### config.mk
export PLATFORM = sky130hd
export DESIGN_NAME = port_pin_io
export DESIGN_NICKNAME = d
export VERILOG_FILES = /design/src/hw/port_pin_pkg.sv /design/src/hw/port_pin_io.sv
export SDC_FILE = /design/constraint.sdc
export NUM_CORES = 1
export LEC_CHECK = 0
export ABC_AREA = 1
export BUFFER_PORTS_ARGS = -buffer_cell sky130_fd_sc_hd__buf_2
export CAP_MARGIN = 20
export CORE_MARGIN = 2
export CORE_UTILIZATION = 44
export CTS_CLUSTER_DIAMETER = 40
export DETAILED_ROUTE_END_ITERATION = 8
export PLACE_DENSITY = 0.82
export SKIP_CTS_REPAIR_TIMING = 1
export SYNTH_ARGS = -nofsm -noshare
export SYNTH_HDL_FRONTEND = slang
export SYNTH_SLANG_ARGS = --single-unit
### constraint.sdc
create_clock -name clock -period 1.5 [get_ports clock]
set_input_delay 0 -clock clock [delete_from_list [all_inputs] [get_ports clock]]
set_output_delay 0 -clock clock [all_outputs]
set_load 0.01 [all_outputs]
### src/hw/port_pin_pkg.sv
package port_pin_pkg;

    // register word indexes; byte address is four times the index
    localparam int unsigned IDX_W = 8;
    localparam int unsigned ADDR_LSB = 2;
    localparam logic [IDX_W-1:0] IDX_SMALL_POL = 8'h2d;
    localparam logic [IDX_W-1:0] IDX_SMALL_IEN = 8'h2e;
    localparam logic [IDX_W-1:0] IDX_SMALL_FLAGS = 8'h2f;
    localparam logic [IDX_W-1:0] IDX_AD_DATA = 8'h30;
    localparam logic [IDX_W-1:0] IDX_AD_PIN_INPUT = 8'h31;
    localparam logic [IDX_W-1:0] IDX_AD_DIRECTION = 8'h32;
    localparam logic [IDX_W-1:0] IDX_AD_DRIVE = 8'h33;
    localparam logic [IDX_W-1:0] IDX_AD_PULL_EN = 8'h34;
    localparam logic [IDX_W-1:0] IDX_AD_PULL_SEL = 8'h35;

    // register width and placement of the small port bits
    localparam int unsigned REG_W = 8;
    localparam int unsigned SMALL_PINS = 2;
    localparam int unsigned SMALL_LSB = 6;

    // reset values
    localparam logic [REG_W-1:0] RST_AD_REG = 8'h00;
    localparam logic [SMALL_PINS-1:0] RST_SMALL_REG = 2'h0;

    // axi responses
    localparam logic [1:0] RESP_OKAY = 2'h0;
    localparam logic [1:0] RESP_SLVERR = 2'h2;

    typedef enum logic [3:0] {
        SEL_NONE = 4'h0,
        SEL_SMALL_POL = 4'h1,
        SEL_SMALL_IEN = 4'h3,
        SEL_SMALL_FLAGS = 4'h2,
        SEL_AD_DATA = 4'h6,
        SEL_AD_PIN_INPUT = 4'h7,
        SEL_AD_DIRECTION = 4'h5,
        SEL_AD_DRIVE = 4'h4,
        SEL_AD_PULL_EN = 4'hc,
        SEL_AD_PULL_SEL = 4'hd
    } reg_sel_e;

endpackage : port_pin_pkg

### src/hw/port_pin_io.sv
`timescale 1ns/100ps

// Notes on behaviour
// - edge sets small port flag bits 7:6
// - polarity bit picks rising or falling edge
// - flag clears on written one only
// - irq when flag and enable both set
// - disabled enable masks irq, flag still sets
// - data read: latch if output, pin if input
// - readback choice depends on direction only
// - pin input register read-only, live pins
// - direction bit zero input, one output
// - readback settles within two bus cycles
// - reduced drive honoured for outputs only
// - pull only for enabled inputs, off at reset
// - analog channel enabled suppresses pull device
// - select zero pull-up, one pull-down
// - registers writable anytime, effect when usable
// - latch drives pin only as gpio output
// - peripheral may drive or receive each pin
// - peripheral control overrides direction bit
module port_pin_io
    import port_pin_pkg::*;
#(
    parameter int unsigned AD_PINS = 8,
    parameter int unsigned AXI_ADDR_W = 12
) (
    // clock and reset
    input wire logic clock,
    input wire logic rst,
    // axi4-lite write address
    input wire logic awvalid,
    output logic awready,
    input wire logic [AXI_ADDR_W-1:0] awaddr,
    input wire logic [2:0] awprot,
    // axi4-lite write data
    input wire logic wvalid,
    output logic wready,
    input wire logic [31:0] wdata,
    input wire logic [3:0] wstrb,
    // axi4-lite write response
    output logic bvalid,
    input wire logic bready,
    output logic [1:0] bresp,
    // axi4-lite read address
    input wire logic arvalid,
    output logic arready,
    input wire logic [AXI_ADDR_W-1:0] araddr,
    input wire logic [2:0] arprot,
    // axi4-lite read data
    output logic rvalid,
    input wire logic rready,
    output logic [31:0] rdata,
    output logic [1:0] rresp,
    // small port pins and interrupt
    input wire logic [SMALL_PINS-1:0] small_pin_in,
    output logic small_port_irq,
    // analog-shared port pins
    input wire logic [AD_PINS-1:0] ad_pin_in,
    output logic [AD_PINS-1:0] ad_pin_out,
    output logic [AD_PINS-1:0] ad_pin_oe,
    output logic [AD_PINS-1:0] ad_reduced_drive,
    output logic [AD_PINS-1:0] ad_pull_en,
    output logic [AD_PINS-1:0] ad_pull_down,
    // analog converter channel enables
    input wire logic [AD_PINS-1:0] analog_converter_enable,
    // peripheral takeover
    input wire logic [AD_PINS-1:0] periph_ctrl,
    input wire logic [AD_PINS-1:0] periph_oe,
    input wire logic [AD_PINS-1:0] periph_out,
    output logic [AD_PINS-1:0] periph_in
);

    if (AD_PINS < 1 || AD_PINS > REG_W) begin : g_bad_pins
        $error("AD_PINS must lie between 1 and 8");
    end
    if (AXI_ADDR_W < ADDR_LSB + IDX_W) begin : g_bad_addr
        $error("AXI_ADDR_W too narrow for the register map");
    end

    typedef struct packed {
        logic aw_got;
        logic [IDX_W-1:0] aw_idx;
        logic w_got;
        logic [REG_W-1:0] w_byte;
        logic w_lane;
        logic bvalid;
        logic [1:0] bresp;
        logic rvalid;
        logic [REG_W-1:0] rdata;
        logic [1:0] rresp;
        logic [AD_PINS-1:0] ad_latch;
        logic [AD_PINS-1:0] ad_dir;
        logic [AD_PINS-1:0] ad_drive;
        logic [AD_PINS-1:0] ad_pull_en;
        logic [AD_PINS-1:0] ad_pull_sel;
        logic [SMALL_PINS-1:0] small_pol;
        logic [SMALL_PINS-1:0] small_ien;
        logic [SMALL_PINS-1:0] small_flags;
        logic [AD_PINS-1:0] ad_sync1;
        logic [AD_PINS-1:0] ad_sync2;
        logic [SMALL_PINS-1:0] small_sync1;
        logic [SMALL_PINS-1:0] small_sync2;
        logic [SMALL_PINS-1:0] small_prev;
    } state_s;

    state_s st_ff;
    state_s nxt_st;

    function automatic reg_sel_e decode(input logic [IDX_W-1:0] idx);
        case (idx)
            IDX_SMALL_POL: decode = SEL_SMALL_POL;
            IDX_SMALL_IEN: decode = SEL_SMALL_IEN;
            IDX_SMALL_FLAGS: decode = SEL_SMALL_FLAGS;
            IDX_AD_DATA: decode = SEL_AD_DATA;
            IDX_AD_PIN_INPUT: decode = SEL_AD_PIN_INPUT;
            IDX_AD_DIRECTION: decode = SEL_AD_DIRECTION;
            IDX_AD_DRIVE: decode = SEL_AD_DRIVE;
            IDX_AD_PULL_EN: decode = SEL_AD_PULL_EN;
            IDX_AD_PULL_SEL: decode = SEL_AD_PULL_SEL;
            default: decode = SEL_NONE;
        endcase
    endfunction : decode

    logic aw_fire;
    logic w_fire;
    logic ar_fire;
    logic have_aw;
    logic have_w;
    logic do_write;
    logic [IDX_W-1:0] wr_idx;
    logic [REG_W-1:0] wr_byte;
    logic wr_lane;
    reg_sel_e wr_sel;
    reg_sel_e rd_sel;
    logic [SMALL_PINS-1:0] small_edge;
    logic [SMALL_PINS-1:0] flag_clear;
    logic [AD_PINS-1:0] ad_readback;
    logic [AD_PINS-1:0] gpio_out;

    assign awready = !st_ff.aw_got && !st_ff.bvalid;
    assign wready = !st_ff.w_got && !st_ff.bvalid;
    assign arready = !st_ff.rvalid;
    assign bvalid = st_ff.bvalid;
    assign bresp = st_ff.bresp;
    assign rvalid = st_ff.rvalid;
    assign rresp = st_ff.rresp;
    assign rdata = {24'h000000, st_ff.rdata};

    assign aw_fire = awvalid && awready;
    assign w_fire = wvalid && wready;
    assign ar_fire = arvalid && arready;
    assign have_aw = st_ff.aw_got || aw_fire;
    assign have_w = st_ff.w_got || w_fire;
    assign do_write = have_aw && have_w;
    assign wr_idx = st_ff.aw_got ? st_ff.aw_idx : awaddr[ADDR_LSB +: IDX_W];
    assign wr_byte = st_ff.w_got ? st_ff.w_byte : wdata[REG_W-1:0];
    assign wr_lane = st_ff.w_got ? st_ff.w_lane : wstrb[0];
    assign wr_sel = decode(wr_idx);
    assign rd_sel = decode(araddr[ADDR_LSB +: IDX_W]);

    // edge detection on synchronised small port pins
    assign small_edge = (st_ff.small_pol & st_ff.small_sync2 & ~st_ff.small_prev)
        | (~st_ff.small_pol & ~st_ff.small_sync2 & st_ff.small_prev);
    assign flag_clear = (do_write && wr_lane && wr_sel == SEL_SMALL_FLAGS)
        ? wr_byte[SMALL_LSB +: SMALL_PINS] : RST_SMALL_REG;

    // direction alone picks latch or pin for readback
    assign ad_readback = (st_ff.ad_dir & st_ff.ad_latch)
        | (~st_ff.ad_dir & st_ff.ad_sync2);

    assign small_port_irq = |(st_ff.small_flags & st_ff.small_ien);

    // pin drive and pad controls
    assign gpio_out = st_ff.ad_dir & ~periph_ctrl;
    assign ad_pin_oe = (periph_ctrl & periph_oe) | gpio_out;
    assign ad_pin_out = (periph_ctrl & periph_out) | (~periph_ctrl & st_ff.ad_latch);
    assign ad_reduced_drive = st_ff.ad_drive & ad_pin_oe;
    assign ad_pull_en = st_ff.ad_pull_en & ~ad_pin_oe & ~analog_converter_enable;
    assign ad_pull_down = ad_pull_en & st_ff.ad_pull_sel;
    assign periph_in = st_ff.ad_sync2;

    always_comb begin
        nxt_st = st_ff;
        // two-flop synchronisers
        nxt_st.ad_sync1 = ad_pin_in;
        nxt_st.ad_sync2 = st_ff.ad_sync1;
        nxt_st.small_sync1 = small_pin_in;
        nxt_st.small_sync2 = st_ff.small_sync1;
        nxt_st.small_prev = st_ff.small_sync2;
        // set wins over a clear in the same cycle
        nxt_st.small_flags = (st_ff.small_flags & ~flag_clear) | small_edge;

        if (aw_fire) begin
            nxt_st.aw_got = 1'b1;
            nxt_st.aw_idx = awaddr[ADDR_LSB +: IDX_W];
        end
        if (w_fire) begin
            nxt_st.w_got = 1'b1;
            nxt_st.w_byte = wdata[REG_W-1:0];
            nxt_st.w_lane = wstrb[0];
        end
        if (st_ff.bvalid && bready) begin
            nxt_st.bvalid = 1'b0;
        end
        if (do_write) begin
            nxt_st.aw_got = 1'b0;
            nxt_st.w_got = 1'b0;
            nxt_st.bvalid = 1'b1;
            nxt_st.bresp = (wr_sel == SEL_NONE) ? RESP_SLVERR : RESP_OKAY;
            if (wr_lane) begin
                case (wr_sel)
                    SEL_SMALL_POL: nxt_st.small_pol = wr_byte[SMALL_LSB +: SMALL_PINS];
                    SEL_SMALL_IEN: nxt_st.small_ien = wr_byte[SMALL_LSB +: SMALL_PINS];
                    SEL_AD_DATA: nxt_st.ad_latch = wr_byte[AD_PINS-1:0];
                    SEL_AD_DIRECTION: nxt_st.ad_dir = wr_byte[AD_PINS-1:0];
                    SEL_AD_DRIVE: nxt_st.ad_drive = wr_byte[AD_PINS-1:0];
                    SEL_AD_PULL_EN: nxt_st.ad_pull_en = wr_byte[AD_PINS-1:0];
                    SEL_AD_PULL_SEL: nxt_st.ad_pull_sel = wr_byte[AD_PINS-1:0];
                    default: ; // flags handled above, pin input ignores writes
                endcase
            end
        end

        if (st_ff.rvalid && rready) begin
            nxt_st.rvalid = 1'b0;
        end
        if (ar_fire) begin
            nxt_st.rvalid = 1'b1;
            nxt_st.rresp = RESP_OKAY;
            nxt_st.rdata = RST_AD_REG;
            case (rd_sel)
                SEL_SMALL_POL: nxt_st.rdata[SMALL_LSB +: SMALL_PINS] = st_ff.small_pol;
                SEL_SMALL_IEN: nxt_st.rdata[SMALL_LSB +: SMALL_PINS] = st_ff.small_ien;
                SEL_SMALL_FLAGS: nxt_st.rdata[SMALL_LSB +: SMALL_PINS] = st_ff.small_flags;
                SEL_AD_DATA: nxt_st.rdata[AD_PINS-1:0] = ad_readback;
                SEL_AD_PIN_INPUT: nxt_st.rdata[AD_PINS-1:0] = st_ff.ad_sync2;
                SEL_AD_DIRECTION: nxt_st.rdata[AD_PINS-1:0] = st_ff.ad_dir;
                SEL_AD_DRIVE: nxt_st.rdata[AD_PINS-1:0] = st_ff.ad_drive;
                SEL_AD_PULL_EN: nxt_st.rdata[AD_PINS-1:0] = st_ff.ad_pull_en;
                SEL_AD_PULL_SEL: nxt_st.rdata[AD_PINS-1:0] = st_ff.ad_pull_sel;
                default: nxt_st.rresp = RESP_SLVERR;
            endcase
        end
    end

    always_ff @(posedge clock) begin
        if (rst) begin
            st_ff <= '0; // all pins inputs, no pull, no drive, flags clear
        end else begin
            st_ff <= nxt_st;
        end
    end

    logic [IDX_W-1:0] rd_idx;
    assign rd_idx = araddr[ADDR_LSB +: IDX_W];
endmodule : port_pin_io

==> metrics.md, run 1 <==
| Metric | Value |
|---|---|
| Area grow syn2layout | 36.66% |
| CP max stage cell | dfxtp_4 |
| Die height | 111.5 um |
| Max-slew headroom | 65.91% |
| Crit path capture type | register |
| Final Max Slew Viols | 0 |
| Inserted Diodes | 0 |
| Xor and xnor area share after synthesis | 0% |
| Period minus WS final | 1.756 ns |
| Failing checks | negative setup slack |
| WL/cell | 14.10 um |
| # H-tree levels | 3 |
| DR vias | 5650 |
| Max Fclk | 0.5695 GHz |
| Crit Path Max Fanout | 8 |
| Cell variety after synth | 32 |
| Root Buffer | clkbuf_16 |
| Clock Latency Late Sink | 0.35 ns |
| CTS tree | yes |
| DR pass1 iterations | 5 |
| CP bufs+invs | 2 |
| Hold crit path type | in -> reg |
| Number of buffers created by CTS | 9 |
| Synth async-reset ratio | 0% |
| Top delay family on crit path | simple AND/OR/NAND/NOR gates |
| Mapped Area | 0.005082 sq mm |
| Peak supply drop | 0.4764 mV |
| Crit path kind | reg -> reg |
| Largest net degree at the start of global routing | 50 |
| Core region area | 0.01132 sq mm |
| CTS clk-pin slew, worst paths | 0.07 ns |
| 1st-iter DRT viols | 482 |
| DRT Wirelength | 15650 um |
| Compound-cell area share of the yosys netlist | 13.17% |
| Crit path cell chain | nand2_4, o31ai_4, nand2_4, buf_6, nor3_4, buf_6, nand3_2, a21oi_2 |
| Sequential share of power | 44.5% |
| Cell Pwr Density | 917.0 mW/mm^2 |
| DP Wirelength | 10520 um |
| Most frequent cells in the layout | nand2_1 (186), buf_2 (137), dfxtp_1 (98) |
| EDFF count, synth | 0 |
| Leakage | 3.170 nW |
| Initial antenna violation count | 0 |
| Pint | 4.430 mW |
| Initial core utilization | 44.89% |
| # port buffers | 137 |
| Global-route usage over all layers | 22.26% |
| Top_reg_cell synth | dfxtp_1 |
| Yosys reg bits | 99 |
| Final setup violation count | 46 |
| # clock sinks | 99 |
| Simple-gate share of the synthesized area | 31.36% |
| I/O pin count | 205 |
| Hold Slack | 0.1434 ns |
| RSZ-0062 raised after global routing | true |
| Final hold viol count | 0 |
| Most common cell after layout, fill and taps aside | nand2_1 |
| Crit-path max cell delay | 0.41 ns |
| Worst path arrival time | 2.03 ns |
| Max Buffers Root-to-Sink | 2 |
| Setup TNS | -8.554 ns |
| Final period util | 117.1% |
| Switching part of the total | 30.44% |
| Combinational share of power | 21.0% |
| Post-synthesis adder-cell area fraction | 0% |
| Vias per Instance | 5.090 |
| # nets final | 1077 |
| Setup Skew | 0.007765 ns |
| Synth area leaders | dfxtp_1 (39%), nand2_1 (16%), inv_1 (6.9%), nor2_1 (6.9%), buf_4 (6.8%) |
| Total Power | 6.369 mW |
| Fillers | 963 |
| Top cell type's share of synthesized area | 39.00% |
| First-pass GRT wire length | 22620 um |
| Share of cells above drive strength 1 | 30.51% |
| Clk network pwr share | 34.5% |
| Critical path launch point type | register |
| Remaining antenna violation count after routing | 0 |
| GPL Wtd Cong | 0.8673 |
| Die X-Extent | 111.5 um |
| Reported net switching power | 1.939 mW |
| Final WS setup | -0.2560 ns |
| Mux contribution to synthesized area | 0.8863% |
| Warnings, synthesis | 0 |
| Worst endpoint required time | 1.77 ns |
| Vias in the first global route | 4774 |
| Post-Syn Area per Cell | 6.609 sq um |
| Cells after synthesis | 769 |
| DRC | 0 |
| Largest family of logic cells by synthesized area | simple AND/OR/NAND/NOR gates |
| Slew @ Worst Pin | 0.5114 ns |
| Largest area contributor in the netlist | dfxtp_1 |
| Gr ovfl total | 0 |
| Final core utilization | 61.35% |
| Die ar. | 0.01243 sq mm |
| Register area share after synthesis | 39.00% |
| Outcome | complete, but fails checks |
| Max Cap Viol | 0 |
| Row cnt | 39 |
==> state kept, by name, indices dropped and copies added, names as in the netlist <==
register   count
st_ff         67
nxt_st        12
periph_in      8
rdata          8
bresp          1
bvalid         1
rresp          1
rvalid         1
==> power by group through the flow <==
stage / logic, mW / clock network (mW) / registers, mW
3_3_place_gp: 1.05 / 0 / 2.88
6_report: 1.33 / 2.20 / 2.84
2_1_floorplan: 0.675 / 0 / 2.87
5_1_grt: 1.46 / 2.33 / 2.85
4_1_cts: 1.07 / 2.22 / 2.83
3_5_place_dp: 1.06 / 0 / 2.89
==> Yosys cell counts (6+ instances only) <==
library cell and number:
nor3_1 14, nand4_1 6, inv_1 94, nand2_1 211, buf_4 46, nor2_1 94
nand3_1 36, dfxtp_1 99, nor4_1 7, o22ai_1 16, clkbuf_1 12, o21ai_0 43
a21oi_1 55
==> worst register-to-register path: cells and delay by family (launching register included) <==
| kind | cells | cell delay, ns |
|---|---|---|
| and+or+nand+nor | 4 | 0.51 |
| AOI/OAI and AO/OA | 2 | 0.43 |
| DFF | 1 | 0.41 |
| buffers and inverters | 2 | 0.34 |
==> per-stage QoR <==
step	worst slack [ns]	instances	instance area, sq um
floorplan	-0.09980	794	5195
CTS	-0.3118	1069	6246
global placement	-0.2185	1053	5963
detailed placement	-0.2874	1053	5963
finish	-0.2560	1110	6945
global route	-0.3536	1110	6945
==> worst paths after layout <==
check                                        startpoint                     end  slack, ns  depth (start not counted)
worst max-delay path            st_ff[100]$_SDFFE_PP0P_  st_ff[57]$_SDFFE_PP0P_      -0.26                          8
worst max register to register  st_ff[100]$_SDFFE_PP0P_  st_ff[57]$_SDFFE_PP0P_      -0.26                          8
worst min register to register     nxt_st[3]$_SDFF_PP0_    nxt_st[1]$_SDFF_PP0_       0.40                          2
worst min-delay path                            arvalid   rdata[6]$_SDFFE_PP0P_       0.14                          5
==> area by class of cell <==
type	instances	area (sq um)	share of cell area, %
clock buffer	9	225.2	3.243
clock inverter	7	57.56	0.8287
inverter	100	391.6	5.639
multi-input combinational	534	2676	38.53
sequential	99	1986	28.59
tap	143	178.9	2.576
timing repair buffer	218	1430	20.59
==> routing by layer <==
metal / part of all wire (%) / up-vias / GRT usage, %
li1: - / 2762 / -
met1: 40 / 2573 / 29.16
met2: 49 / 268 / 37.20
met3: 7.8 / 47 / 3.157
met4: 3.2 / 0 / 8.889
met5: 0 / - / 0
==> kinds of logic after synthesis <==
kind of cell / Yosys count
multiplexers: 4
buffers and inverters: 161
other: 1
AO/OA/AOI/OAI: 121
AND/OR/NAND/NOR: 383
flip-flops: 99
No activity file was read; power rests on OpenSTA's default activity.
==> run 2, diff against run 1 <==
--- a/config.mk
+++ b/config.mk
@@ -13,7 +13,9 @@
 export CTS_CLUSTER_DIAMETER = 40
 export DETAILED_ROUTE_END_ITERATION = 8
 export PLACE_DENSITY = 0.82
+export RECOVER_POWER = 100
 export SKIP_CTS_REPAIR_TIMING = 1
 export SYNTH_ARGS = -nofsm -noshare
 export SYNTH_HDL_FRONTEND = slang
 export SYNTH_SLANG_ARGS = --single-unit
+export TNS_END_PERCENT = 50
==> run 2 against run 1 <==
- the flow still finishes with violations (negative setup slack)
- global-route usage down 0.20 points
- non-clock buffer count down 8
- via count down 2.7%
- largest cell class unchanged
==> metrics.md, run 2 (synthesis results as in run 1) <==
| Metric | Value |
|---|---|
| CP bufs+invs | 4 (+2) |
| Final setup violation count | 47 (+2.2%) |
| Max Buffers Root-to-Sink | 2 (unchanged) |
| Area grow syn2layout | 32.15% |
| Crit Path Max Fanout | 6 (-2) |
| Peak supply drop | 0.5321 mV (+12%) |
| Slew @ Worst Pin | 0.5894 ns (+0.07802 ns) |
| Inserted Diodes | 0 (unchanged) |
| Final Max Slew Viols | 0 (unchanged) |
| Crit path capture type | register |
| Worst endpoint required time | 1.77 ns (about the same) |
| # clock sinks | 99 (unchanged) |
| # nets final | 1069 (-0.74%) |
| Largest register FFs | 67 (unchanged) |
| Initial antenna violation count | 0 (unchanged) |
| Critical path launch point type | register |
| Period minus WS final | 1.764 ns (+0.007807 ns) |
| I/O pin count | 205 (unchanged) |
| GPL Wtd Cong | 0.9198 (+6.1%) |
| Dpl cells | 1051 (-0.19%) |
| Max-slew headroom | 60.29% (-5.6 points) |
| Final hold viol count | 0 (unchanged) |
| Root Buffer | clkbuf_16 |
| Most common cell on crit path | buf_4 |
| Largest register by flop count | st_ff |
| Die height | 111.5 um (unchanged) |
| Max Fclk | 0.5670 GHz (-0.44%) |
| Most frequent cells in the layout | nand2_1 (203), buf_2 (137), dfxtp_1 (98) |
| Largest net degree at the start of global routing | 61 (+22%) |
| Core region area | 0.01132 sq mm (unchanged) |
| Hold crit path type | in -> reg |
| Finished Layout Cells | 1102 (-0.72%) |
| CTS clk-pin slew, worst paths | 0.07 ns (about the same) |
| DRT Wirelength | 14840 um (-5.1%) |
| DP Wirelength | 10430 um (-0.85%) |
| Worst path arrival time | 2.04 ns (about the same) |
| RSZ-0062 raised after global routing | true |
| Crit path cell chain | inv_2, or2_2, o21ai_2, inv_1, nand2_4, buf_4, nor3_2, nand2_2, buf_4, nand2_1, a21oi_1 |
| Share of cells above drive strength 1 | 25.96% (-4.5 points) |
| Die X-Extent | 111.5 um (unchanged) |
| Row cnt | 39 (unchanged) |
| Crit path kind | reg -> reg |
| Global-route usage over all layers | 22.06% (-0.20 points) |
| Final WS setup | -0.2638 ns (-0.007807 ns) |
| Hold path depth | 2 (-3) |
| DRC | 0 (unchanged) |
| Number of buffers created by CTS | 9 (unchanged) |
| Max Cap Viol | 0 (unchanged) |
| Final core utilization | 59.33% (-2.0 points) |
| # port buffers | 137 (unchanged) |
| # H-tree levels | 3 (unchanged) |
| DR pass1 iterations | 5 (unchanged) |
| WL/cell | 13.47 um (-4.4%) |
| 1st-iter DRT viols | 451 (-6.4%) |
| Critical path depth | 11 (+3) |
| Top delay family on crit path | simple AND/OR/NAND/NOR gates |
| Failing checks | negative setup slack |
| Remaining antenna violation count after routing | 0 (unchanged) |
| Initial core utilization | 44.89% (unchanged) |
| CTS tree | yes |
| Outcome | complete, but fails checks |
| Die ar. | 0.01243 sq mm (unchanged) |
| DR vias | 5500 (-2.7%) |
| Gr ovfl total | 0 (unchanged) |
| Cell Pwr Density | 932.5 mW/mm^2 (+1.7%) |
| Final period util | 117.6% (+0.52 points) |
| Setup Skew | 0.007919 ns (+0.0001532 ns) |
| Vias in the first global route | 4769 (-0.10%) |
| Most common cell after layout, fill and taps aside | nand2_1 |
| Vias per Instance | 4.991 (-1.9%) |
| Clock Latency Late Sink | 0.35 ns (about the same) |
| Crit-path max cell delay | 0.39 ns (-0.02 ns) |
| First-pass GRT wire length | 22340 um (-1.2%) |
| CP max stage cell | dfxtp_4 |
| Leakage | 3.096 nW (-2.3%) |
| R2R depth | 11 (+3) |
## run 2: report_power, final
part	switching, mW	internal (mW)	leakage, nW
clock network	1.06	1.15	0.127
logic	0.736	0.491	2.16
registers	0.0817	2.75	0.808
## run 2: stage by stage
stage               hold slack, ns  power (mW)  setup WS (ns)  instance area, sq um  setup TNS, ns
floorplan                  0.05040       3.543       -0.09980                  5195         -3.464
global placement            0.2011       3.931        -0.2226                  5961         -7.731
detailed placement          0.2112       3.949        -0.2995                  5961         -10.07
CTS                        -0.1491       6.118        -0.3316                  6245         -11.35
global route               0.08840       6.541        -0.3310                  6716         -12.70
finish                     0.08119       6.263        -0.2638                  6716         -9.255
## run 2: final timing paths
kind                                  end  slack, ns               startpoint
setup / recovery   st_ff[39]$_SDFFE_PP0P_      -0.26  st_ff[100]$_SDFFE_PP0P_
hold / removal       nxt_st[3]$_SDFF_PP0_       0.08                      rst
setup reg to reg   st_ff[39]$_SDFFE_PP0P_      -0.26  st_ff[100]$_SDFFE_PP0P_
hold reg to reg   periph_in[7]$_SDFF_PP0_       0.40    nxt_st[13]$_SDFF_PP0_
## run 2: area by class of cell
cell class / count / area, sq um
Timing Repair Buffer: 210 / 1354
Multi-Input combinational cell: 534 / 2530
Clock inverter: 7 / 58.81
Sequential cell: 99 / 1986
Fill cell: 1019 / 4604
Clock buffer: 9 / 225.2
Inverter: 100 / 384.1
Tap cell: 143 / 178.9
## run 2: routing by layer
layer / global-route usage (%) / vias up / wire length, um
met4: 7.490 / 0 / 436
met3: 4.627 / 38 / 1128
met1: 28.16 / 2454 / 6044
li1: - / 2749 / -
met2: 37.28 / 259 / 7234
met5: 0 / - / 0
